**config.mk**
```make
export PLATFORM = sky130hd
export DESIGN_NAME = vts_top
export DESIGN_NICKNAME = d
export VERILOG_FILES = /design/src/common/vts_pkg.sv /design/src/common/hist_if.sv /design/src/rtl/vts_history.sv /design/src/rtl/vts_top.sv
export SDC_FILE = /design/constraint.sdc
export NUM_CORES = 2
export LEC_CHECK = 0
export ABC_AREA = 1
export BUFFER_PORTS_ARGS = -buffer_cell sky130_fd_sc_hd__buf_2
export CAP_MARGIN = 20
export CELL_PAD_IN_SITES_DETAIL_PLACEMENT = 0
export CELL_PAD_IN_SITES_GLOBAL_PLACEMENT = 1
export CORE_MARGIN = 4
export CORE_UTILIZATION = 54
export CTS_BUF_LIST = sky130_fd_sc_hd__clkbuf_2 sky130_fd_sc_hd__clkbuf_4 sky130_fd_sc_hd__clkbuf_8
export CTS_CLUSTER_DIAMETER = 200
export DETAILED_ROUTE_END_ITERATION = 12
export GPL_TIMING_DRIVEN = 0
export PLACE_DENSITY = 0.89
export RECOVER_POWER = 25
export SLEW_MARGIN = 20
export SYNTH_ARGS = -nofsm -noshare
export SYNTH_HDL_FRONTEND = slang
export SYNTH_SLANG_ARGS = --single-unit
```
**constraint.sdc**
```tcl
create_clock -name clk_sys_i -period 18.4 [get_ports clk_sys_i]
set_input_delay 1.84 -clock clk_sys_i [delete_from_list [all_inputs] [get_ports clk_sys_i]]
set_output_delay 1.84 -clock clk_sys_i [all_outputs]
set_load 0.05 [all_outputs]
```
**src/common/vts_pkg.sv**
```systemverilog
// Purpose: shared constants and types for the voltage transformer supervision block
// Assumes: 100 MHz system clock, 5 ms program cycle marked by a tick input
// Notes: angles are in units of 0.01 degree, times in milliseconds
package vts_pkg;
	// clock and time base
	localparam int CLK_NS = 10; // system clock period in ns
	localparam int MS_NS = 1000000; // one millisecond in ns
	localparam int CLK_PER_MS = MS_NS / CLK_NS; // clocks per millisecond
	localparam int CYCLE_MS = 5; // program cycle length in ms
	localparam int ANGLE_LAG_MS = 40; // angle comparison distance in ms
	localparam int LAG_DEPTH = ANGLE_LAG_MS / CYCLE_MS; // program cycles between compared angles
	localparam int HIST_DEPTH = 12; // history records kept
	localparam int NUM_FAM = 6; // event families, each with on and off
	localparam int NUM_EVT = 2 * NUM_FAM; // event codes in total
	// widths and limits
	localparam int VMAG_W = 16; // voltage magnitude width
	localparam int TS_W = 40; // time stamp width in ms
	localparam int REM_W = 21; // remaining time width in ms
	localparam logic [REM_W-1:0] MAX_DELAY_MS = 21'h1B_7740; // 1800 s ceiling
	localparam logic [15:0] ANGLE_FULL = 16'h8CA0; // 360.00 deg
	localparam logic [15:0] ANGLE_HALF = 16'h4650; // 180.00 deg
	// event families: code = 2*family + (1 for off)
	localparam logic [3:0] EVT_START_ON = 4'h0;
	localparam logic [3:0] EVT_OPER_ON = 4'h2; // bus operate
	localparam logic [3:0] EVT_BLOCK_ON = 4'h4; // bus block
	localparam logic [3:0] EVT_LFAIL_ON = 4'h6; // line failure
	localparam logic [3:0] EVT_BFUSE_ON = 4'h8; // bus fuse failure
	localparam logic [3:0] EVT_LFUSE_ON = 4'hA; // line fuse failure
	// per-voltage status
	localparam logic [1:0] VST_NONE = 2'h0; // no voltage
	localparam logic [1:0] VST_OK = 2'h1; // voltage ok
	localparam logic [1:0] VST_LOW = 2'h2; // low voltage
	// system status
	localparam logic [2:0] SYS_DEAD = 3'h0; // bus dead
	localparam logic [2:0] SYS_OK = 3'h1; // live, sequence ok (+1 rev, +2 undef)
	localparam logic [2:0] SYS_FAULT = 3'h4; // live, supervision fault
	// encoded condition
	localparam logic [2:0] COND_NORMAL = 3'h0;
	localparam logic [2:0] COND_START = 3'h1; // start or operate
	localparam logic [2:0] COND_LINEFAIL = 3'h2; // line failure
	localparam logic [2:0] COND_BUSFAIL = 3'h3; // bus fuse failure
	localparam logic [2:0] COND_BLOCKED = 3'h4; // blocked
	// event and history record
	typedef struct packed {
		logic [TS_W-1:0] ts; // ms time stamp
		logic [3:0] code; // event code
		logic [5:0] vstat; // three 2-bit voltage states
		logic [2:0] sys; // system status
		logic [15:0] angle; // angle difference 0..36000
		logic [REM_W-1:0] remain; // ms left to operate
		logic [2:0] grp; // setting group minus one
	} hist_rec_t;
	typedef enum logic [1:0] {ST_IDLE, ST_START, ST_OPERATE, ST_BLOCK} vts_state_t;
endpackage

```
**src/common/hist_if.sv**
```systemverilog
// Purpose: carrier between supervision core and its record history
// Assumes: both ends on clk_sys_i
// Notes: write is a one-cycle strobe, read is index 0 = newest
`timescale 1ns/10ps
interface hist_if;
	logic wr_en; // store one record
	vts_pkg::hist_rec_t wr_rec; // record to store
	logic [3:0] rd_idx; // age of record to read
	vts_pkg::hist_rec_t rd_rec; // registered read data
	logic [3:0] count; // records held
	modport writer (output wr_en, output wr_rec, output rd_idx, input rd_rec, input count);
	modport store (input wr_en, input wr_rec, input rd_idx, output rd_rec, output count);
endinterface

```
**src/rtl/vts_history.sv**
```systemverilog
// Purpose: ring of the most recent operation records
// Assumes: at most one write per clock
// Notes: oldest record is overwritten once full
`timescale 1ns/10ps
module vts_history #(
	parameter int DEPTH = vts_pkg::HIST_DEPTH // records kept
) (
	input wire logic clk_sys_i, // system clock
	input wire logic reset_i, // synchronous reset
	hist_if.store h // record port
);
	vts_pkg::hist_rec_t mem_r [DEPTH]; // record storage
	logic [3:0] ptr_r, ptr_nxt; // next slot to write
	logic [3:0] cnt_r, cnt_nxt; // records held
	vts_pkg::hist_rec_t rd_r, rd_nxt; // read data
	int pos; // slot of requested record

	// pointer, fill level and read selection
	always_comb begin
		pos = 0;
		ptr_nxt = ptr_r;
		cnt_nxt = cnt_r;
		if (h.wr_en) begin
			ptr_nxt = (int'(ptr_r) == DEPTH - 1) ? 4'h0 : ptr_r + 4'h1; // wrap drops oldest
			if (int'(cnt_r) < DEPTH) begin
				cnt_nxt = cnt_r + 4'h1;
			end
		end
		pos = int'(ptr_r) - 1 - int'(h.rd_idx);
		if (pos < 0) begin
			pos = pos + DEPTH;
		end
		rd_nxt = '0;
		if (h.rd_idx < cnt_r) begin
			rd_nxt = mem_r[pos];
		end
	end

	// register state and write the array
	always_ff @(posedge clk_sys_i) begin
		if (reset_i) begin
			ptr_r <= 4'h0;
			cnt_r <= 4'h0;
			rd_r <= '0;
		end else begin
			ptr_r <= ptr_nxt;
			cnt_r <= cnt_nxt;
			rd_r <= rd_nxt;
		end
		if (h.wr_en) begin
			mem_r[ptr_r] <= h.wr_rec;
		end
	end

	assign h.rd_rec = rd_r;
	assign h.count = cnt_r;
endmodule

```
**src/rtl/vts_top.sv**
```systemverilog
// Purpose: blocking, start gating, definite delay and event logging of transformer supervision
// Assumes: cycle_tick_i pulses once per program cycle; inputs synchronous to clk_sys_i
// Notes: release is immediate; events drain one per clock, lowest code first
// Functional notes
// - blocking sampled once per program cycle
// - pick-up without blocking asserts start, starts delay
// - pick-up while blocked asserts blocked only
// - blocking drops active start like pick-up reset
// - blocking gives display note and event
// - definite time delay only
// - events on changes, per-edge storage select
// - every event time stamped with process data
// - twelve on/off event codes, six families
// - history keeps twelve latest records
// - history written on on-transitions only
// - record fields: time, event, states, angle, remaining, group
// - pick-up: one low or two high
// - small angle change over 40 ms blocks pick-up
// - condition code: normal, start, line, bus, blocked
`timescale 1ns/10ps
module vts_top #(
	parameter int CLK_PER_MS = vts_pkg::CLK_PER_MS, // clocks per ms, shorten in simulation
	parameter int LAG = vts_pkg::LAG_DEPTH // program cycles in the angle comparison
) (
	input wire logic clk_sys_i, // system clock
	input wire logic reset_i, // synchronous reset, high
	input wire logic cycle_tick_i, // program cycle start pulse
	input wire logic blk_i, // blocking input from matrix
	input wire logic [2:0][vts_pkg::VMAG_W-1:0] volt_mag_i, // three voltage magnitudes
	input wire logic [vts_pkg::VMAG_W-1:0] low_thr_i, // low pick-up level
	input wire logic [vts_pkg::VMAG_W-1:0] high_thr_i, // high detect level
	input wire logic [15:0] angle_i, // present angle, 0.01 deg
	input wire logic [15:0] angle_limit_i, // angle shift limit, 0.01 deg
	input wire logic [vts_pkg::REM_W-1:0] delay_ms_i, // definite operating delay
	input wire logic line_fail_i, // line transformer failure
	input wire logic bus_fuse_i, // bus fuse tripped
	input wire logic line_fuse_i, // line fuse tripped
	input wire logic bus_fuse_chk_i, // supervise bus fuse
	input wire logic line_fuse_chk_i, // supervise line fuse
	input wire logic [1:0] seq_code_i, // 0 ok, 1 reversed, 2 undefined
	input wire logic [2:0] setting_group_index_i, // active group minus one
	input wire logic [vts_pkg::NUM_EVT-1:0] evt_sel_i, // store enable per event code
	input wire logic [3:0] hist_rd_idx_i, // history age to read
	output logic start_o, // start output
	output logic operate_o, // operate output
	output logic blocked_o, // blocked output
	output logic display_note_o, // display notification pulse
	output logic [2:0] condition_o, // encoded condition
	output logic [vts_pkg::REM_W-1:0] remaining_ms_o, // time left to operate
	output logic evt_valid_o, // event to main buffer
	output vts_pkg::hist_rec_t evt_rec_o, // event record
	output vts_pkg::hist_rec_t hist_rec_o, // history read data
	output logic [3:0] hist_count_o // records held
);
	hist_if hif(); // link to history
	vts_pkg::vts_state_t st_r, st_nxt; // supervision state
	logic [vts_pkg::REM_W-1:0] rem_r, rem_nxt; // delay countdown
	logic [vts_pkg::NUM_FAM-1:0] act_r, act_nxt; // level of each event family
	logic [vts_pkg::NUM_EVT-1:0] pend_r, pend_nxt; // events waiting to issue
	logic [vts_pkg::NUM_EVT-1:0] clr; // event taken this clock
	logic [3:0] sel; // lowest pending code
	logic note_r, note_nxt; // display pulse
	logic [2:0] cond_r, cond_nxt; // condition code
	vts_pkg::hist_rec_t snap_r, snap_nxt; // process data at last evaluation
	vts_pkg::hist_rec_t evt_r, evt_nxt; // issued event
	logic evt_v_r, evt_v_nxt; // issued event valid
	logic [31:0] ms_cnt_r, ms_cnt_nxt; // clock divider
	logic [vts_pkg::TS_W-1:0] ts_r, ts_nxt; // ms time stamp
	logic ms_tick; // one clock per ms
	logic [15:0] lag_r [LAG]; // angle history per cycle
	logic [15:0] d_raw, ang_diff; // angle changes
	logic [5:0] vstat; // per-voltage status
	logic [1:0] high_cnt; // voltages above high level
	logic low_any, pickup; // pick-up terms

	// classify one voltage
	function automatic logic [1:0] volt_state(input logic [vts_pkg::VMAG_W-1:0] v,
		input logic [vts_pkg::VMAG_W-1:0] lo);
		if (v == '0) begin
			return vts_pkg::VST_NONE;
		end else if (v < lo) begin
			return vts_pkg::VST_LOW;
		end
		return vts_pkg::VST_OK;
	endfunction

	// millisecond time base and time stamp
	always_comb begin
		ms_tick = (int'(ms_cnt_r) == CLK_PER_MS - 1);
		ms_cnt_nxt = ms_tick ? 32'h0000_0000 : ms_cnt_r + 32'h0000_0001;
		ts_nxt = ms_tick ? ts_r + 40'h00_0000_0001 : ts_r;
	end

	always_ff @(posedge clk_sys_i) begin
		if (reset_i) begin
			ms_cnt_r <= 32'h0000_0000;
			ts_r <= '0;
		end else begin
			ms_cnt_r <= ms_cnt_nxt;
			ts_r <= ts_nxt;
		end
	end

	// angle samples, one per program cycle; stage 0 takes the live angle
	always_ff @(posedge clk_sys_i) begin
		if (reset_i) begin
			lag_r[0] <= 16'h0000;
		end else if (cycle_tick_i) begin
			lag_r[0] <= angle_i;
		end
	end

	// older samples shift one stage per tick, no stage reads below index 0
	for (genvar g = 1; g < LAG; g++) begin : g_lag
		always_ff @(posedge clk_sys_i) begin
			if (reset_i) begin
				lag_r[g] <= 16'h0000;
			end else if (cycle_tick_i) begin
				lag_r[g] <= lag_r[g-1];
			end
		end
	end

	// pick-up evaluation
	always_comb begin
		high_cnt = 2'h0;
		low_any = 1'b0;
		for (int i = 0; i < 3; i++) begin
			vstat[2*i +: 2] = volt_state(volt_mag_i[i], low_thr_i);
			low_any = low_any | (volt_mag_i[i] < low_thr_i);
			high_cnt = high_cnt + {1'b0, volt_mag_i[i] > high_thr_i};
		end
		d_raw = (angle_i >= lag_r[LAG-1]) ? angle_i - lag_r[LAG-1] : lag_r[LAG-1] - angle_i;
		ang_diff = (d_raw > vts_pkg::ANGLE_HALF) ? vts_pkg::ANGLE_FULL - d_raw : d_raw;
		pickup = (low_any || high_cnt >= 2'h2) && !(ang_diff < angle_limit_i);
	end

	// event selection: lowest pending code goes first
	always_comb begin
		sel = 4'h0;
		for (int i = vts_pkg::NUM_EVT - 1; i >= 0; i--) begin
			if (pend_r[i]) begin
				sel = 4'(i);
			end
		end
		clr = '0;
		clr[sel] = pend_r[sel];
		hif.wr_en = pend_r[sel] && !sel[0];
		hif.wr_rec = snap_r;
		hif.wr_rec.code = sel;
		hif.rd_idx = hist_rd_idx_i;
		evt_nxt = evt_r;
		evt_v_nxt = pend_r[sel] && evt_sel_i[sel];
		if (pend_r[sel]) begin
			evt_nxt = snap_r;
			evt_nxt.code = sel;
		end
	end

	// supervision state, delay and event capture
	always_comb begin
		st_nxt = st_r;
		rem_nxt = rem_r;
		act_nxt = act_r;
		note_nxt = 1'b0;
		snap_nxt = snap_r;
		pend_nxt = pend_r & ~clr;
		cond_nxt = cond_r;
		if (st_r == vts_pkg::ST_START && ms_tick && rem_r != '0) begin
			rem_nxt = rem_r - 21'h00_0001;
		end
		if (cycle_tick_i) begin
			// blk_i is read only here, once per cycle
			case (st_r)
				vts_pkg::ST_IDLE: begin
					if (pickup && blk_i) begin
						st_nxt = vts_pkg::ST_BLOCK;
						note_nxt = 1'b1;
					end else if (pickup) begin
						st_nxt = vts_pkg::ST_START;
						rem_nxt = (delay_ms_i > vts_pkg::MAX_DELAY_MS) ? vts_pkg::MAX_DELAY_MS : delay_ms_i;
					end
				end
				vts_pkg::ST_START, vts_pkg::ST_OPERATE: begin
					if (blk_i) begin
						st_nxt = vts_pkg::ST_BLOCK;
						note_nxt = 1'b1;
					end else if (!pickup) begin
						st_nxt = vts_pkg::ST_IDLE; // release as on pick-up reset
					end else if (st_r == vts_pkg::ST_START && rem_r == '0) begin
						st_nxt = vts_pkg::ST_OPERATE;
					end
				end
				vts_pkg::ST_BLOCK: begin
					if (!blk_i || !pickup) begin
						st_nxt = vts_pkg::ST_IDLE;
					end
				end
				default: begin
					st_nxt = vts_pkg::ST_IDLE;
				end
			endcase
			act_nxt = {line_fuse_i && line_fuse_chk_i, bus_fuse_i && bus_fuse_chk_i, line_fail_i,
				st_nxt == vts_pkg::ST_BLOCK, st_nxt == vts_pkg::ST_OPERATE,
				st_nxt == vts_pkg::ST_START || st_nxt == vts_pkg::ST_OPERATE};
			for (int f = 0; f < vts_pkg::NUM_FAM; f++) begin
				// set wins over the drain clear
				pend_nxt[2*f] = pend_nxt[2*f] | (act_nxt[f] & ~act_r[f]);
				pend_nxt[2*f+1] = pend_nxt[2*f+1] | (act_r[f] & ~act_nxt[f]);
			end
			// process data captured with the transition
			snap_nxt.ts = ts_r;
			snap_nxt.vstat = vstat;
			snap_nxt.sys = (vstat == 6'h00) ? vts_pkg::SYS_DEAD : pickup ? vts_pkg::SYS_FAULT :
				vts_pkg::SYS_OK + ((seq_code_i == 2'h3) ? 3'h2 : {1'b0, seq_code_i});
			snap_nxt.angle = d_raw;
			snap_nxt.remain = rem_nxt;
			snap_nxt.grp = setting_group_index_i;
			// encoded condition
			if (act_nxt[2]) begin
				cond_nxt = vts_pkg::COND_BLOCKED;
			end else if (act_nxt[0]) begin
				cond_nxt = vts_pkg::COND_START;
			end else if (act_nxt[4]) begin
				cond_nxt = vts_pkg::COND_BUSFAIL;
			end else if (act_nxt[3] || act_nxt[5]) begin
				cond_nxt = vts_pkg::COND_LINEFAIL;
			end else begin
				cond_nxt = vts_pkg::COND_NORMAL;
			end
		end
	end

	always_ff @(posedge clk_sys_i) begin
		if (reset_i) begin
			st_r <= vts_pkg::ST_IDLE;
			rem_r <= '0;
			act_r <= '0;
			pend_r <= '0;
			note_r <= 1'b0;
			cond_r <= vts_pkg::COND_NORMAL;
			snap_r <= '0;
			evt_r <= '0;
			evt_v_r <= 1'b0;
		end else begin
			st_r <= st_nxt;
			rem_r <= rem_nxt;
			act_r <= act_nxt;
			pend_r <= pend_nxt;
			note_r <= note_nxt;
			cond_r <= cond_nxt;
			snap_r <= snap_nxt;
			evt_r <= evt_nxt;
			evt_v_r <= evt_v_nxt;
		end
	end

	// history of on-transition records
	vts_history #(.DEPTH(vts_pkg::HIST_DEPTH)) u_hist (
		.clk_sys_i(clk_sys_i),
		.reset_i(reset_i),
		.h(hif.store)
	);

	assign start_o = act_r[0];
	assign operate_o = act_r[1];
	assign blocked_o = act_r[2];
	assign display_note_o = note_r;
	assign condition_o = cond_r;
	assign remaining_ms_o = rem_r;
	assign evt_valid_o = evt_v_r;
	assign evt_rec_o = evt_r;
	assign hist_rec_o = hif.rd_rec;
	assign hist_count_o = hif.count;
endmodule

```
==> impl_metrics.toml <==
[critical_path]
crit_path_frequent_cell = "nand2_1"
critical_path_arrival_ns = 8.12
critPathSlowestCell = "o21ai_0"
crit_required_ns = 19.24
start_kind = "primary input"
critPathCaptureType = "flop"
timing.critical_path.from = "angle_i[0]"
worstSetupPathType = "in2reg"
worstReg2RegStart = "lag_r[1][48]$_SDFFCE_PN0P_"
cp_max_fo = 9
critPathMaxStageDelay_ns = 0.45
rrSetupSlack_ns = 11.83

[clock_network]
clk_pin_slew_ns = 0.06
post-cts-setup-buffer-count = 0
clk_latency_ns = 1.00
tritoncts = "yes"
clock_sinks = 1644
h-tree-depth = 5
cts_made_buffers = 278
clk_root_buffer_cell = "clkbuf_8"
ctsHoldBuffers = 0
cts.path.max_buffers = 4
cts_resized = 0

[drt]
wire_per_inst_um = 22.6
num_vias = 52994
wirelength_um = 209000
drt_iter0_markers = 6007
drtAntennaViolNets = 0
drcViolationCount = 0
via_per_inst = 5.74
drt-pass1-iter-count = 8

[power]
combinationalPowerShare = 0.416
total_power_mw = 13.7
p_seq_frac = 0.351
sw_frac_of_total = 0.433
p_leak_nw = 31.1
power.clock.fraction = 0.233
p_int_mw = 7.79
netSwitchingPower_mw = 5.94
p_per_area_nw_per_um2 = 171
irDropWorstVdd_mv = 0.147

[logic_synthesis]
syn_inst = 6574
synth_common_cells = "1244 x edfxtp_1, 1095 x nor2_1, 829 x o21ai_0"
syn_avg_cell_area_sq_um = 10.5
ys_warn_count = 0
syn_nets = 6903
synth_area_leaders = "edfxtp_1 54%, dfxtp_1 12%, o21ai_0 6.0%"
async_reset_ff_frac = 0
synth-seq-area-share = 0.654
yosysMostFrequentCell = "edfxtp_1"
ys_types = 61
synth_area_sq_um = 69300
ys_seq_elements = 1644
synth_edf_count = 1244
yosys.area.top_type_share = 0.539
synth_ff_type = "edfxtp_1"
synth.largest_area_cell = "edfxtp_1"

[placement]
dpl.cell_count = 8741
portBuffers = 379
placed_cell_area_sq_um = 74600
dp_hpwl_um = 151000
gp_congestion = 0.927

[floorplanning]
fp.coreArea_sq_um = 128000
start_util = 0.544
io_pins = 382
die_w_um = 366
die_y_um = 366
die_area_sq_um = 134000
rows = 131

[global_route]
gr-total-overflow = 0
grt_max_degree = 51
grt_pass1_wl_um = 308000
antenna_found_initial = 22
grtUsageTotal = 0.303
grt_pass1_vias = 50925

[timing]
setup_viol = 0
post-route-period-util = 0.396
report.final.slew_viol_count = 0
grt_setup_unrepaired = "no"
tns_ns = 0
finalHoldViolCount = 0
fin_worst_skew_ns = 0.0872
layout_min_cycle_time_ns = 7.28
max_freq_mhz = 137
tightest_slew_ns = 1.23
relSlewSlack = 0.180

[cells_and_area]
final_cells = 9232
fin_area_sq_um = 80100
layout.nets = 7688
drive_above_1_share = 0.143
fill_cells = 10303
area_delta_synth_final_pct = 15.5
post-route-util = 0.628

[min_path]
worst_hold_startpoint = "ms_cnt_r[0]$_SDFF_PP0_"
hp-class = "reg2reg"

[outcome]
outcome = "completed"

[job]
cap_violations = 0
[critical path, delay by kind of cell]
| family | cells | cell delay, ns |
|---|---|---|
| simple gates | 22 | 2.99 |
| fa+ha+maj | 5 | 1.59 |
| buf+inv | 6 | 0.66 |
| compound gates | 4 | 0.99 |
[per-stage QoR]
stage	worst slack, ns	hold WS [ns]
after floorplan	9.74	0.418
after global placement	2.43	0.428
after detailed placement	10.22	0.458
after CTS	11.23	0.451
after global routing	10.79	0.481
final	11.12	0.458
[worst paths after layout]
check	end	depth (start not counted)
min reg2reg	ms_cnt_r[0]$_SDFF_PP0_	1
max reg2reg	condition_o[1]$_SDFFE_PP0P_	35
max	condition_o[1]$_SDFFE_PP0P_	37
min	ms_cnt_r[0]$_SDFF_PP0_	1
[metal layers]
layer / vias up / share of wire / track usage
met1: 25223 / 0.38 / 0.392
li1: 24455 / - / -
met4: 4 / 0.050 / 0.146
met2: 2801 / 0.47 / 0.494
met3: 511 / 0.093 / 0.0585
met5: - / 0.00010 / 0
[placed cells by master, fill, tap and decap left out, types with 17 or more instances in the layout]
cell type and n:
clkbuf_1 277, nand4_1 52, buf_2 390, o22ai_1 245, nor4_1 37, clkinv_2 21
nand3_1 157, buf_1 17, nor2_1 1091, o21bai_1 97, dfxtp_1 400, clkbuf_2 21
a21oi_1 190, xor2_1 64, ha_1 163, a31oi_1 98, o21ai_0 829, edfxtp_1 1244
nor3_1 64, clkbuf_4 106, nand2_1 776, clkinv_1 34, buf_4 102, clkbuf_8 309
inv_1 583
[cells by family (layout without fill, tap and decap cells)]
family | Yosys count | after routing | synth area share
and+or+nand+nor | 2267 | 2267 | 0.136
adders and majority gates | 166 | 166 | 0.0303
DFF | 1644 | 1644 | 0.654
buffers and inverters | 929 | 1911 | 0.0511
AOI/OAI and AO/OA | 1499 | 1499 | 0.120
xor gates and xnor gates | 69 | 69 | 0.00872
other | 0 | 14 | 0
[state kept, by name, summed over array words and instances, names as in the netlist, 2 cells and up]
signal / count
act_r: 6
condition_o: 2
evt_rec_o: 93
hif.wr_rec: 89
lag_r: 128
ms_cnt_r: 32
pend_r: 12
remaining_ms_o: 21
st_r: 2
ts_r: 40
u_hist.h.count: 4
u_hist.h.rd_rec: 93
u_hist.mem_r: 1116
u_hist.ptr_r: 4
[power groups by stage]
stage	registers, mW	clock network [mW]	logic [mW]
after detailed placement	4.88	0	5.61
after CTS	4.80	3.23	5.64
after global placement	5.00	0	5.38
final	4.82	3.20	5.71
after global routing	4.84	3.40	6.13
after floorplan	5.31	0	2.97
[cell type report]
class,instances,area [sq um],share of cell area
clock buffers,414,5040,0.0630
multi-input cells,4001,20500,0.256
clock inverters,63,347,0.00433
diodes,14,35.0,0.000438
flip-flops and latches,1644,45400,0.567
well taps,1662,2080,0.0260
plain buffers,331,1330,0.0166
repair buffers,505,3110,0.0389
inverters,598,2250,0.0281
No activity file was read; power rests on OpenSTA's default activity.
